### config.mk
export PLATFORM = sky130hd
export DESIGN_NAME = t1_e1_tx_overhead_insert
export DESIGN_NICKNAME = d
export VERILOG_FILES = /design/src/logic/tx_ovh_pkg.sv /design/src/logic/t1_e1_tx_overhead_insert.sv
export SDC_FILE = /design/constraint.sdc
export NUM_CORES = 2
export LEC_CHECK = 0
export BUFFER_PORTS_ARGS = -buffer_cell sky130_fd_sc_hd__buf_2
export CORE_ASPECT_RATIO = 2
export CORE_MARGIN = 5
export CORE_UTILIZATION = 56
export DETAILED_ROUTE_END_ITERATION = 8
export GPL_ROUTABILITY_DRIVEN = 0
export GPL_TIMING_DRIVEN = 0
export PLACE_DENSITY = 0.77
export REMOVE_ABC_BUFFERS = 1
export SLEW_MARGIN = 40
export SYNTH_ARGS = -nofsm -noshare
export SYNTH_HDL_FRONTEND = slang
export SYNTH_SLANG_ARGS = --single-unit
### constraint.sdc
create_clock -name clk_in -period 68.9 [get_ports clk_in]
set_input_delay 13.78 -clock clk_in [delete_from_list [all_inputs] [get_ports clk_in]]
set_output_delay 13.78 -clock clk_in [all_outputs]
set_load 0.02 [all_outputs]
### src/logic/tx_ovh_pkg.sv
// Package for the T1/E1 transmit overhead insertion block.
// Assumes one 250 MHz clock and an AXI4-Lite host with 32-bit data.
package tx_ovh_pkg;

  // ----------------------------------------------------------------
  // Register indices; byte address is four times the index
  // ----------------------------------------------------------------
  localparam int ADDR_W = 14;
  localparam int IDX_W = 12;
  localparam int OFF_W = 9;
  localparam logic [OFF_W-1:0] IDX_ZCS1 = 9'h108;
  localparam logic [OFF_W-1:0] IDX_ZCS2 = 9'h109;
  localparam logic [OFF_W-1:0] IDX_ZCS3 = 9'h10a;
  localparam logic [OFF_W-1:0] IDX_FDL = 9'h162;
  localparam logic [OFF_W-1:0] IDX_BOC = 9'h163;
  localparam logic [OFF_W-1:0] IDX_W164 = 9'h164;
  localparam logic [OFF_W-1:0] IDX_W165 = 9'h165;
  localparam logic [OFF_W-1:0] IDX_W166 = 9'h166;
  localparam logic [OFF_W-1:0] IDX_SI_ODD = 9'h167;
  localparam logic [OFF_W-1:0] IDX_RA = 9'h168;
  localparam logic [OFF_W-1:0] IDX_SA4 = 9'h169;
  localparam logic [OFF_W-1:0] IDX_SA5 = 9'h16a;
  localparam logic [OFF_W-1:0] IDX_CTRL = 9'h1f0;
  localparam logic [OFF_W-1:0] IDX_STAT = 9'h1f1;

  // ----------------------------------------------------------------
  // Field layout and reset values
  // ----------------------------------------------------------------
  localparam int CTRL_E1 = 0;
  localparam int CTRL_ZCS_EN = 1;
  localparam int CTRL_D4 = 2;
  localparam int CTRL_PASS = 3;
  localparam int NA_FIXED = 6;
  localparam int BOC_W = 6;
  localparam int D4_FDL_W = 6;
  localparam int T1_CHANNELS = 24;
  localparam logic [7:0] RST_ALIGN = 8'h1b;
  localparam logic [7:0] RST_NONALIGN = 8'h40;
  localparam logic [3:0] LAST_FRAME = 4'hf;
  localparam logic [2:0] FDL_LAST_ESF = 3'h7;
  localparam logic [2:0] FDL_LAST_D4 = 3'h5;
  localparam logic [1:0] RESP_OKAY = 2'h0;
  localparam logic [1:0] RESP_SLVERR = 2'h2;

  // ----------------------------------------------------------------
  // Types
  // ----------------------------------------------------------------
  typedef struct packed {
    logic [3:0] ctrl;
    logic [23:0] zcs_sel;
    logic [7:0] fdl;
    logic [5:0] boc;
    logic [7:0] slc1;
    logic [7:0] slc2;
    logic [7:0] slc3;
    logic [7:0] align;
    logic [7:0] nonalign;
    logic [7:0] si_even;
    logic [7:0] si_odd;
    logic [7:0] ra;
    logic [7:0] sa4;
    logic [7:0] sa5;
  } regs_t;

  typedef struct packed {
    logic frame_start;
    logic chan_valid;
    logic [4:0] chan_idx;
    logic [7:0] chan_byte;
    logic [7:0] serial_ts0;
  } tx_in_t;

  typedef struct packed {
    logic [7:0] ts0;
    logic [7:0] data;
    logic fdl_bit;
    logic [5:0] boc;
    logic [5:0] fs;
  } tx_out_t;

endpackage

### src/logic/t1_e1_tx_overhead_insert.sv
// Transmit overhead register set and insertion path for up to 8 ports.
// Assumes the framer gives a one-cycle frame_start per frame and
// presents each channel byte with its channel index.
`timescale 1ns/1ps
module t1_e1_tx_overhead_insert #(
  parameter int NPORTS = 8,
  parameter logic [7:0] ZERO_CODE = 8'h98
) (
  // Clock and reset
  input wire logic clk_in,
  input wire logic rst_in,
  // AXI4-Lite write address and data
  input wire logic awvalid_in,
  output logic awready_out,
  input wire logic [tx_ovh_pkg::ADDR_W-1:0] awaddr_in,
  input wire logic wvalid_in,
  output logic wready_out,
  input wire logic [31:0] wdata_in,
  input wire logic [3:0] wstrb_in,
  // AXI4-Lite write response
  output logic bvalid_out,
  input wire logic bready_in,
  output logic [1:0] bresp_out,
  // AXI4-Lite read
  input wire logic arvalid_in,
  output logic arready_out,
  input wire logic [tx_ovh_pkg::ADDR_W-1:0] araddr_in,
  output logic rvalid_out,
  input wire logic rready_in,
  output logic [31:0] rdata_out,
  output logic [1:0] rresp_out,
  // Transmit path, one entry per port
  input wire tx_ovh_pkg::tx_in_t tx_in [NPORTS],
  output tx_ovh_pkg::tx_out_t tx_out [NPORTS]
);

  if (NPORTS < 1 || NPORTS > 8) begin : g_nports_check
    $error("NPORTS must be 1 to 8");
  end

  // ----------------------------------------------------------------
  // Register access helpers
  // ----------------------------------------------------------------
  function automatic logic known(logic [tx_ovh_pkg::OFF_W-1:0] off);
    case (off)
      tx_ovh_pkg::IDX_ZCS1, tx_ovh_pkg::IDX_ZCS2, tx_ovh_pkg::IDX_ZCS3,
      tx_ovh_pkg::IDX_FDL, tx_ovh_pkg::IDX_BOC, tx_ovh_pkg::IDX_W164,
      tx_ovh_pkg::IDX_W165, tx_ovh_pkg::IDX_W166, tx_ovh_pkg::IDX_SI_ODD,
      tx_ovh_pkg::IDX_RA, tx_ovh_pkg::IDX_SA4, tx_ovh_pkg::IDX_SA5,
      tx_ovh_pkg::IDX_CTRL, tx_ovh_pkg::IDX_STAT: known = 1'b1;
      default: known = 1'b0;
    endcase
  endfunction

  function automatic logic [7:0] rd_reg(tx_ovh_pkg::regs_t r,
      logic [7:0] st, logic [tx_ovh_pkg::OFF_W-1:0] off);
    logic e1;
    e1 = r.ctrl[tx_ovh_pkg::CTRL_E1];
    case (off)
      tx_ovh_pkg::IDX_ZCS1: rd_reg = r.zcs_sel[7:0];
      tx_ovh_pkg::IDX_ZCS2: rd_reg = r.zcs_sel[15:8];
      tx_ovh_pkg::IDX_ZCS3: rd_reg = r.zcs_sel[23:16];
      tx_ovh_pkg::IDX_FDL: rd_reg = r.fdl;
      tx_ovh_pkg::IDX_BOC: rd_reg = {2'h0, r.boc};
      tx_ovh_pkg::IDX_W164: rd_reg = e1 ? r.align : r.slc1;
      tx_ovh_pkg::IDX_W165: rd_reg = e1 ? r.nonalign : r.slc2;
      tx_ovh_pkg::IDX_W166: rd_reg = e1 ? r.si_even : r.slc3;
      tx_ovh_pkg::IDX_SI_ODD: rd_reg = r.si_odd;
      tx_ovh_pkg::IDX_RA: rd_reg = r.ra;
      tx_ovh_pkg::IDX_SA4: rd_reg = r.sa4;
      tx_ovh_pkg::IDX_SA5: rd_reg = r.sa5;
      tx_ovh_pkg::IDX_CTRL: rd_reg = {4'h0, r.ctrl};
      tx_ovh_pkg::IDX_STAT: rd_reg = st;
      default: rd_reg = 8'h00;
    endcase
  endfunction

  function automatic tx_ovh_pkg::regs_t wr_reg(tx_ovh_pkg::regs_t r,
      logic [tx_ovh_pkg::OFF_W-1:0] off, logic [7:0] v);
    logic e1;
    e1 = r.ctrl[tx_ovh_pkg::CTRL_E1];
    wr_reg = r;
    case (off)
      tx_ovh_pkg::IDX_ZCS1: wr_reg.zcs_sel[7:0] = v;
      tx_ovh_pkg::IDX_ZCS2: wr_reg.zcs_sel[15:8] = v;
      tx_ovh_pkg::IDX_ZCS3: wr_reg.zcs_sel[23:16] = v;
      tx_ovh_pkg::IDX_FDL: wr_reg.fdl = v;
      tx_ovh_pkg::IDX_BOC: wr_reg.boc = v[5:0];
      tx_ovh_pkg::IDX_W164: begin
        if (e1) wr_reg.align = v;
        else wr_reg.slc1 = v;
      end
      tx_ovh_pkg::IDX_W165: begin
        if (e1) wr_reg.nonalign = v | tx_ovh_pkg::RST_NONALIGN;
        else wr_reg.slc2 = v;
      end
      tx_ovh_pkg::IDX_W166: begin
        if (e1) wr_reg.si_even = v;
        else wr_reg.slc3 = v;
      end
      tx_ovh_pkg::IDX_SI_ODD: wr_reg.si_odd = v;
      tx_ovh_pkg::IDX_RA: wr_reg.ra = v;
      tx_ovh_pkg::IDX_SA4: wr_reg.sa4 = v;
      tx_ovh_pkg::IDX_SA5: wr_reg.sa5 = v;
      tx_ovh_pkg::IDX_CTRL: wr_reg.ctrl = v[3:0];
      default: wr_reg = r;
    endcase
  endfunction

  localparam tx_ovh_pkg::regs_t REGS_RST = '{
    align: tx_ovh_pkg::RST_ALIGN,
    nonalign: tx_ovh_pkg::RST_NONALIGN,
    default: '0
  };

  // ----------------------------------------------------------------
  // Register file and AXI4-Lite slave
  // ----------------------------------------------------------------
  tx_ovh_pkg::regs_t regs_q [NPORTS];
  tx_ovh_pkg::regs_t regs_d [NPORTS];
  logic aw_held_q, aw_held_d, w_held_q, w_held_d;
  logic [tx_ovh_pkg::IDX_W-1:0] aw_idx_q, aw_idx_d;
  logic [7:0] w_data_q, w_data_d;
  logic w_lane_q, w_lane_d;
  logic bvalid_q, bvalid_d, rvalid_q, rvalid_d;
  logic [1:0] bresp_q, bresp_d, rresp_q, rresp_d;
  logic [31:0] rdata_q, rdata_d;
  logic [7:0] status [NPORTS];
  logic [tx_ovh_pkg::IDX_W-1:0] ar_idx;
  logic [2:0] ar_port, aw_port;
  logic [tx_ovh_pkg::OFF_W-1:0] ar_off, aw_off;
  logic ar_hit, aw_hit;

  // Port number sits above the 9-bit offset: 0x200 stride per port
  assign ar_idx = araddr_in[tx_ovh_pkg::ADDR_W-1:2];
  assign ar_port = ar_idx[tx_ovh_pkg::IDX_W-1:tx_ovh_pkg::OFF_W];
  assign ar_off = ar_idx[tx_ovh_pkg::OFF_W-1:0];
  assign ar_hit = (32'(ar_port) < NPORTS) && known(ar_off);
  assign aw_port = aw_idx_q[tx_ovh_pkg::IDX_W-1:tx_ovh_pkg::OFF_W];
  assign aw_off = aw_idx_q[tx_ovh_pkg::OFF_W-1:0];
  assign aw_hit = (32'(aw_port) < NPORTS) && known(aw_off);

  always_comb begin
    regs_d = regs_q;
    aw_held_d = aw_held_q;
    aw_idx_d = aw_idx_q;
    w_held_d = w_held_q;
    w_data_d = w_data_q;
    w_lane_d = w_lane_q;
    bvalid_d = bvalid_q && !bready_in;
    bresp_d = bresp_q;
    rvalid_d = rvalid_q && !rready_in;
    rresp_d = rresp_q;
    rdata_d = rdata_q;
    if (awvalid_in && !aw_held_q) begin
      aw_held_d = 1'b1;
      aw_idx_d = awaddr_in[tx_ovh_pkg::ADDR_W-1:2];
    end
    if (wvalid_in && !w_held_q) begin
      w_held_d = 1'b1;
      w_data_d = wdata_in[7:0];
      w_lane_d = wstrb_in[0];
    end
    if (aw_held_q && w_held_q && !bvalid_q) begin
      aw_held_d = 1'b0;
      w_held_d = 1'b0;
      bvalid_d = 1'b1;
      bresp_d = aw_hit ? tx_ovh_pkg::RESP_OKAY : tx_ovh_pkg::RESP_SLVERR;
      if (aw_hit && w_lane_q) begin
        regs_d[aw_port] = wr_reg(regs_q[aw_port], aw_off, w_data_q);
      end
    end
    if (arvalid_in && !rvalid_q) begin
      rvalid_d = 1'b1;
      rresp_d = ar_hit ? tx_ovh_pkg::RESP_OKAY : tx_ovh_pkg::RESP_SLVERR;
      rdata_d = ar_hit ?
        {24'h0, rd_reg(regs_q[ar_port], status[ar_port], ar_off)} : '0;
    end
  end

  always_ff @(posedge clk_in or posedge rst_in) begin
    if (rst_in) begin
      regs_q <= '{default: REGS_RST};
      aw_held_q <= 1'b0;
      aw_idx_q <= '0;
      w_held_q <= 1'b0;
      w_data_q <= 8'h00;
      w_lane_q <= 1'b0;
      bvalid_q <= 1'b0;
      bresp_q <= tx_ovh_pkg::RESP_OKAY;
      rvalid_q <= 1'b0;
      rresp_q <= tx_ovh_pkg::RESP_OKAY;
      rdata_q <= '0;
    end else begin
      regs_q <= regs_d;
      aw_held_q <= aw_held_d;
      aw_idx_q <= aw_idx_d;
      w_held_q <= w_held_d;
      w_data_q <= w_data_d;
      w_lane_q <= w_lane_d;
      bvalid_q <= bvalid_d;
      bresp_q <= bresp_d;
      rvalid_q <= rvalid_d;
      rresp_q <= rresp_d;
      rdata_q <= rdata_d;
    end
  end

  // Ready flags are the negated hold flags (arready the negated rvalid), so they are flop outputs
  assign awready_out = !aw_held_q;
  assign wready_out = !w_held_q;
  assign bvalid_out = bvalid_q;
  assign bresp_out = bresp_q;
  assign arready_out = !rvalid_q;
  assign rvalid_out = rvalid_q;
  assign rdata_out = rdata_q;
  assign rresp_out = rresp_q;

  // ----------------------------------------------------------------
  // Transmit overhead engine
  // ----------------------------------------------------------------
  // Shadow copies change only at the multiframe wrap, so a host write
  // landing mid-multiframe mixes no old and new overhead bits except the link byte, reloaded from the live register at each byte wrap.
  tx_ovh_pkg::regs_t shadow_q [NPORTS];
  tx_ovh_pkg::regs_t shadow_d [NPORTS];
  logic [3:0] frame_q [NPORTS];
  logic [3:0] frame_d [NPORTS];
  logic [2:0] fdl_idx_q [NPORTS];
  logic [2:0] fdl_idx_d [NPORTS];
  logic [7:0] fdl_sh_q [NPORTS];
  logic [7:0] fdl_sh_d [NPORTS];
  tx_ovh_pkg::tx_out_t tx_q [NPORTS];
  tx_ovh_pkg::tx_out_t tx_d [NPORTS];

  always_comb begin
    for (int p = 0; p < NPORTS; p++) begin
      logic [2:0] half;
      logic [2:0] fdl_last;
      logic zsub;
      tx_ovh_pkg::regs_t s;
      half = frame_q[p][3:1];
      s = shadow_q[p];
      fdl_last = s.ctrl[tx_ovh_pkg::CTRL_D4] ?
        tx_ovh_pkg::FDL_LAST_D4 : tx_ovh_pkg::FDL_LAST_ESF;
      zsub = !s.ctrl[tx_ovh_pkg::CTRL_E1] &&
        s.ctrl[tx_ovh_pkg::CTRL_ZCS_EN] &&
        (32'(tx_in[p].chan_idx) < tx_ovh_pkg::T1_CHANNELS) &&
        s.zcs_sel[tx_in[p].chan_idx] &&
        (tx_in[p].chan_byte == 8'h00);
      shadow_d[p] = shadow_q[p];
      frame_d[p] = frame_q[p];
      fdl_idx_d[p] = fdl_idx_q[p];
      fdl_sh_d[p] = fdl_sh_q[p];
      status[p] = {1'b0, fdl_idx_q[p], frame_q[p]};
      if (tx_in[p].frame_start) begin
        frame_d[p] = frame_q[p] + 4'h1;
        if (frame_q[p] == tx_ovh_pkg::LAST_FRAME) begin
          shadow_d[p] = regs_q[p];
        end
        if (fdl_idx_q[p] == fdl_last) begin
          fdl_idx_d[p] = 3'h0;
          fdl_sh_d[p] = regs_q[p].fdl;
        end else begin
          fdl_idx_d[p] = fdl_idx_q[p] + 3'h1;
          fdl_sh_d[p] = {1'b0, fdl_sh_q[p][7:1]};
        end
        // A switch into D4 at the wrap must not leave the index past the
        // sixth bit, or the byte would run on for two extra frames
        if (shadow_d[p].ctrl[tx_ovh_pkg::CTRL_D4] &&
            fdl_idx_d[p] > tx_ovh_pkg::FDL_LAST_D4) begin
          fdl_idx_d[p] = 3'h0;
          fdl_sh_d[p] = regs_q[p].fdl;
        end
      end
      tx_d[p].fdl_bit = fdl_sh_q[p][0];
      tx_d[p].fs = s.fdl[tx_ovh_pkg::D4_FDL_W-1:0];
      tx_d[p].boc = s.boc;
      // Time slot 0 word; meaningful only in E1 mode or with pass-through set
      if (s.ctrl[tx_ovh_pkg::CTRL_PASS]) begin
        tx_d[p].ts0 = tx_in[p].serial_ts0;
      end else if (!s.ctrl[tx_ovh_pkg::CTRL_E1]) begin
        tx_d[p].ts0 = 8'h00;
      end else if (!frame_q[p][0]) begin
        tx_d[p].ts0 = {s.si_even[half], s.align[6:0]};
      end else begin
        tx_d[p].ts0 = {s.si_odd[half], 1'b1, s.ra[half], s.sa4[half],
          s.sa5[half], s.nonalign[2:0]};
      end
      tx_d[p].data = tx_q[p].data;
      if (tx_in[p].chan_valid) begin
        tx_d[p].data = zsub ? ZERO_CODE : tx_in[p].chan_byte;
      end
    end
  end

  always_ff @(posedge clk_in or posedge rst_in) begin
    if (rst_in) begin
      shadow_q <= '{default: REGS_RST};
      frame_q <= '{default: 4'h0};
      fdl_idx_q <= '{default: 3'h0};
      fdl_sh_q <= '{default: 8'h00};
      tx_q <= '{default: '0};
    end else begin
      shadow_q <= shadow_d;
      frame_q <= frame_d;
      fdl_idx_q <= fdl_idx_d;
      fdl_sh_q <= fdl_sh_d;
      tx_q <= tx_d;
    end
  end

  assign tx_out = tx_q;
endmodule // t1_e1_tx_overhead_insert

==> flow_metrics.py <==
metrics = {
    "routing": {
        "firstDrtPassIters": 9,
        "drcViolationCount": 22,
        "wl_per_cell_microns": 36.87,
        "wl_microns": 366600,
        "viasPerCell": 7.260,
        "first_iter_violations": 9899,
        "vias": 72194,
        "ant_nets": 0,
    },
    "synth": {
        "synth_area_sq_um": 96820,
        "synthMuxAreaShare": 0.3228,
        "synth_ff_type": "dfrtp_1",
        "synthTopCellsByCount": "dfrtp_1 (2,011), mux2_2 (1,790), mux4_2 (380)",
        "synth_top_cell_by_area": "dfrtp_1",
        "synth-compound-area-share": 0.07548,
        "synth_top_family_by_area": "multiplexers",
        "yosysWarnings": 0,
        "synth_simple_gate_area_frac": 0.03135,
        "syn_inst": 6787,
        "synth_area_leaders": "dfrtp_1 (52%), mux2_2 (21%), mux4_2 (8.8%)",
        "async_flop_share": 1.000,
        "ys_types": 65,
        "synth_adder_area_share": 0.002068,
        "seq_area_frac_synth": 0.5393,
        "synth.most_common_cell": "dfrtp_1",
        "synth_top_area_frac": 0.5198,
        "syn_area_per_cell_sq_um": 14.27,
        "synth_seq_cells": 2083,
        "synth-edff-count": 0,
        "synth_xor_area_frac": 0.003437,
    },
    "global_route": {
        "grt_use_met2": 0.5937,
        "grt_busiest_layer": "met2",
        "grt_util_met3": 0.1357,
        "track_usage": 0.3956,
        "grt_max_degree": 86,
        "grt-ovfl-total": 0,
        "grt_first_pass_wirelength_microns": 524000,
        "first_global_vias": 73366,
        "met1_usage": 0.4419,
        "grt_antenna_before_repair": 52,
    },
    "pwr": {
        "p_per_area_nw_per_um2": 27.87,
        "p_int_mw": 2.113,
        "p_switching_mw": 1.020,
        "p_seq_frac": 0.452,
        "p_leak_nw": 54.45,
        "clockPowerShare": 0.360,
        "combPwrFrac": 0.188,
        "switching_share": 0.3255,
        "peakVddDrop_v": 0.00003600,
        "power_mw": 3.132,
    },
    "worst_hold_path": {
        "min_from": "shadow_q[207]",
        "hp-class": "reg -> reg",
    },
    "setup_path": {
        "path_cells": "buf_8 -> buf_16 -> buf_16 -> buf_16 -> buf_16 -> mux4_2 -> mux2i_4 -> buf_8 -> buf_6 -> buf_6 -> buf_8 -> mux2i_1 -> nor3_1 -> nor3_1 -> nand3_1 -> a22o_1",
        "arrival_ns": 18.68,
        "path_max_fanout": 52,
        "slowest_delay_ns": 0.61,
        "path_class": "in -> reg",
        "cp-end-kind": "flip-flop",
        "r2r_start": "aw_idx_q[9]",
        "startpoint": "araddr_in[12]",
        "path_delay_family": "buffers and inverters",
        "worstPathRequired_ns": 69.63,
        "worstSetupStartpointType": "input port",
        "crit_buf_inv": 9,
        "slowest_stage": "mux2i_1",
        "crit_top_cell": "buf_16",
    },
    "clock_tree": {
        "cts_tree": "built",
        "cts.clk_slew.worst_paths_ns": 0.06,
        "clock_sinks": 2083,
        "htreeDepth": 4,
        "cts-buffers-inserted": 188,
        "clk_path_buf_depth": 4,
        "clk_latency_ns": 0.89,
        "postCtsSetupRepairBufs": 0,
        "cts_resized": 0,
        "cts_hold_buf": 0,
        "root_buffer": "clkbuf_16",
    },
    "flow_run": {
        "max_cap_viol_count": 0,
    },
    "status": {
        "violations": "DRC",
        "status": "finished, violations left",
    },
    "placement": {
        "io_buffer_count": 470,
        "hpwl_microns": 265400,
    },
    "die": {
        "rows": 216,
        "start_util": 0.5606,
        "die_h_microns": 598.0,
        "die_area_sq_um": 181800,
        "io_pins": 528,
        "core_sq_um": 172700,
        "die_x_microns": 304.0,
    },
    "sta": {
        "timing_max_transition_violations_final": 0,
        "skew_ns": 0.07172,
        "hold_ws_ns": 0.3567,
        "final.min_clock_period_ns": 17.95,
        "hold_violations": 0,
        "rsz0062_at_grt": "no",
        "timing.final.crit_share": 0.2605,
        "clock.fmax_mhz": 55.72,
        "finalSetupViolations": 0,
        "slew_headroom": 0.1656,
        "tightest_slew_ns": 1.252,
    },
    "finish": {
        "drive_above_1_share": 0.4800,
        "nFillCells": 12043,
        "nets": 7737,
        "syn_to_final_growth_pct": 16.10,
    },
}
## per-layer routing
layer,part of all wire,vias to the layer above
met1,0.31,36794
met5,0.00044,-
met2,0.44,6099
met3,0.12,2103
met4,0.12,28
li1,-,27170
## path summary, 6_finish.rpt
path / to / slack, ns / cells past startpoint
setup / recovery: rdata_out[7] / 50.95 / 16
hold reg to reg: tx_out[40] / 0.36 / 0
min in group asynchronous: shadow_q[449] / 12.96 / 2
max in group asynchronous: shadow_q[170] / 52.81 / 9
hold / removal: tx_out[40] / 0.36 / 0
setup reg to reg: regs_q[879] / 64.09 / 16
## sequential cells by signal, summed over array words and instances, names as in the netlist
name	cells
aw_held_q	1
aw_idx_q	12
bresp_out	1
bvalid_out	1
fdl_idx_q	24
fdl_sh_q	64
frame_q	32
rdata_out	8
regs_q	976
rresp_out	1
rvalid_out	1
shadow_q	720
tx_out	232
w_data_q	8
w_held_q	1
w_lane_q	1
## kinds of logic after synthesis
family,Yosys count
AOI/OAI and AO/OA,987
xor gates and xnor gates,38
adders and majority gates,16
buffers and inverters,583
DFF,2083
muxes,2424
other,1
and+or+nand+nor,655
## worst register-to-register path, stage by stage, from the launching register on
cell and delay, ns:
dfrtp_1 0.58, inv_1 0.23, nor3_2 0.53, buf_2 0.33
buf_2 0.27, buf_4 0.22, buf_4 0.21, buf_4 0.19
buf_4 0.17, buf_4 0.18, buf_4 0.19, buf_2 0.26
buf_2 0.27, a22o_1 0.18, a221oi_1 0.05, a31oi_1 0.60
mux2_2 0.29
## cells in the final DEF, fill, tap and decap left out, types with 18 or more instances in the layout
master	Yosys	routed
a211oi_1	24	20
a21oi_1	85	83
a221oi_1	192	187
a22o_1	191	191
a22oi_1	148	145
a31oi_1	69	69
a31oi_2	21	21
buf_12	0	25
buf_16	0	52
buf_2	136	514
buf_4	29	325
buf_6	0	68
bufinv_16	0	29
clkbuf_1	328	42
clkbuf_16	0	188
clkbuf_8	0	36
clkinv_2	0	32
conb_1	1	26
dfrtp_1	2011	1976
dfrtp_2	0	27
dfstp_2	72	72
diode_2	0	44
inv_1	52	51
mux2_2	1790	1790
mux2i_1	254	237
mux4_2	380	380
nand2_1	213	206
nand3_1	58	53
nand4_1	64	64
nor2_1	198	197
nor2b_1	24	21
nor3_1	22	18
o21ai_0	170	165
o22ai_1	22	22
xnor2_1	22	22
## power by group through the flow
stage               clock network, mW  logic [mW]  registers, mW
floorplan                           0       0.224           1.35
global placement                    0       0.426           1.46
detailed placement                  0       0.555           1.42
CTS                              1.13       0.558           1.40
global route                     1.17       0.587           1.41
finish                           1.13       0.588           1.42
## stage by stage
| stage | util | instance area, sq um | worst slack [ns] | std cells | setup TNS (ns) |
|---|---|---|---|---|---|
| after global placement | 0.5783 | 99860 | -22.25 | 9041 | - |
| after CTS | 0.6496 | 112200 | 51.06 | 9899 | 0 |
| final | 0.6509 | 112400 | 50.95 | 9944 | 0 |
| after floorplan | - | 94650 | -3.603 | 6282 | -7244.92 |
| after global routing | 0.6503 | 112300 | 50.83 | 9902 | 0 |
| after detailed placement | 0.6121 | 105700 | 50.20 | 9564 | 0 |
## layout make-up
type	count	area, sq um	share of cell area
diodes	44	110.1	0.0009796
clock buffers	266	5358	0.04766
clock inverters	69	1116	0.009929
inverters	53	211.5	0.001881
multi-input cells	4146	42610	0.3790
flip-flops and latches	2083	52280	0.4651
well taps	2289	2864	0.02548
repair buffers	994	7860	0.06993
(Power assumes the default switching activity.)
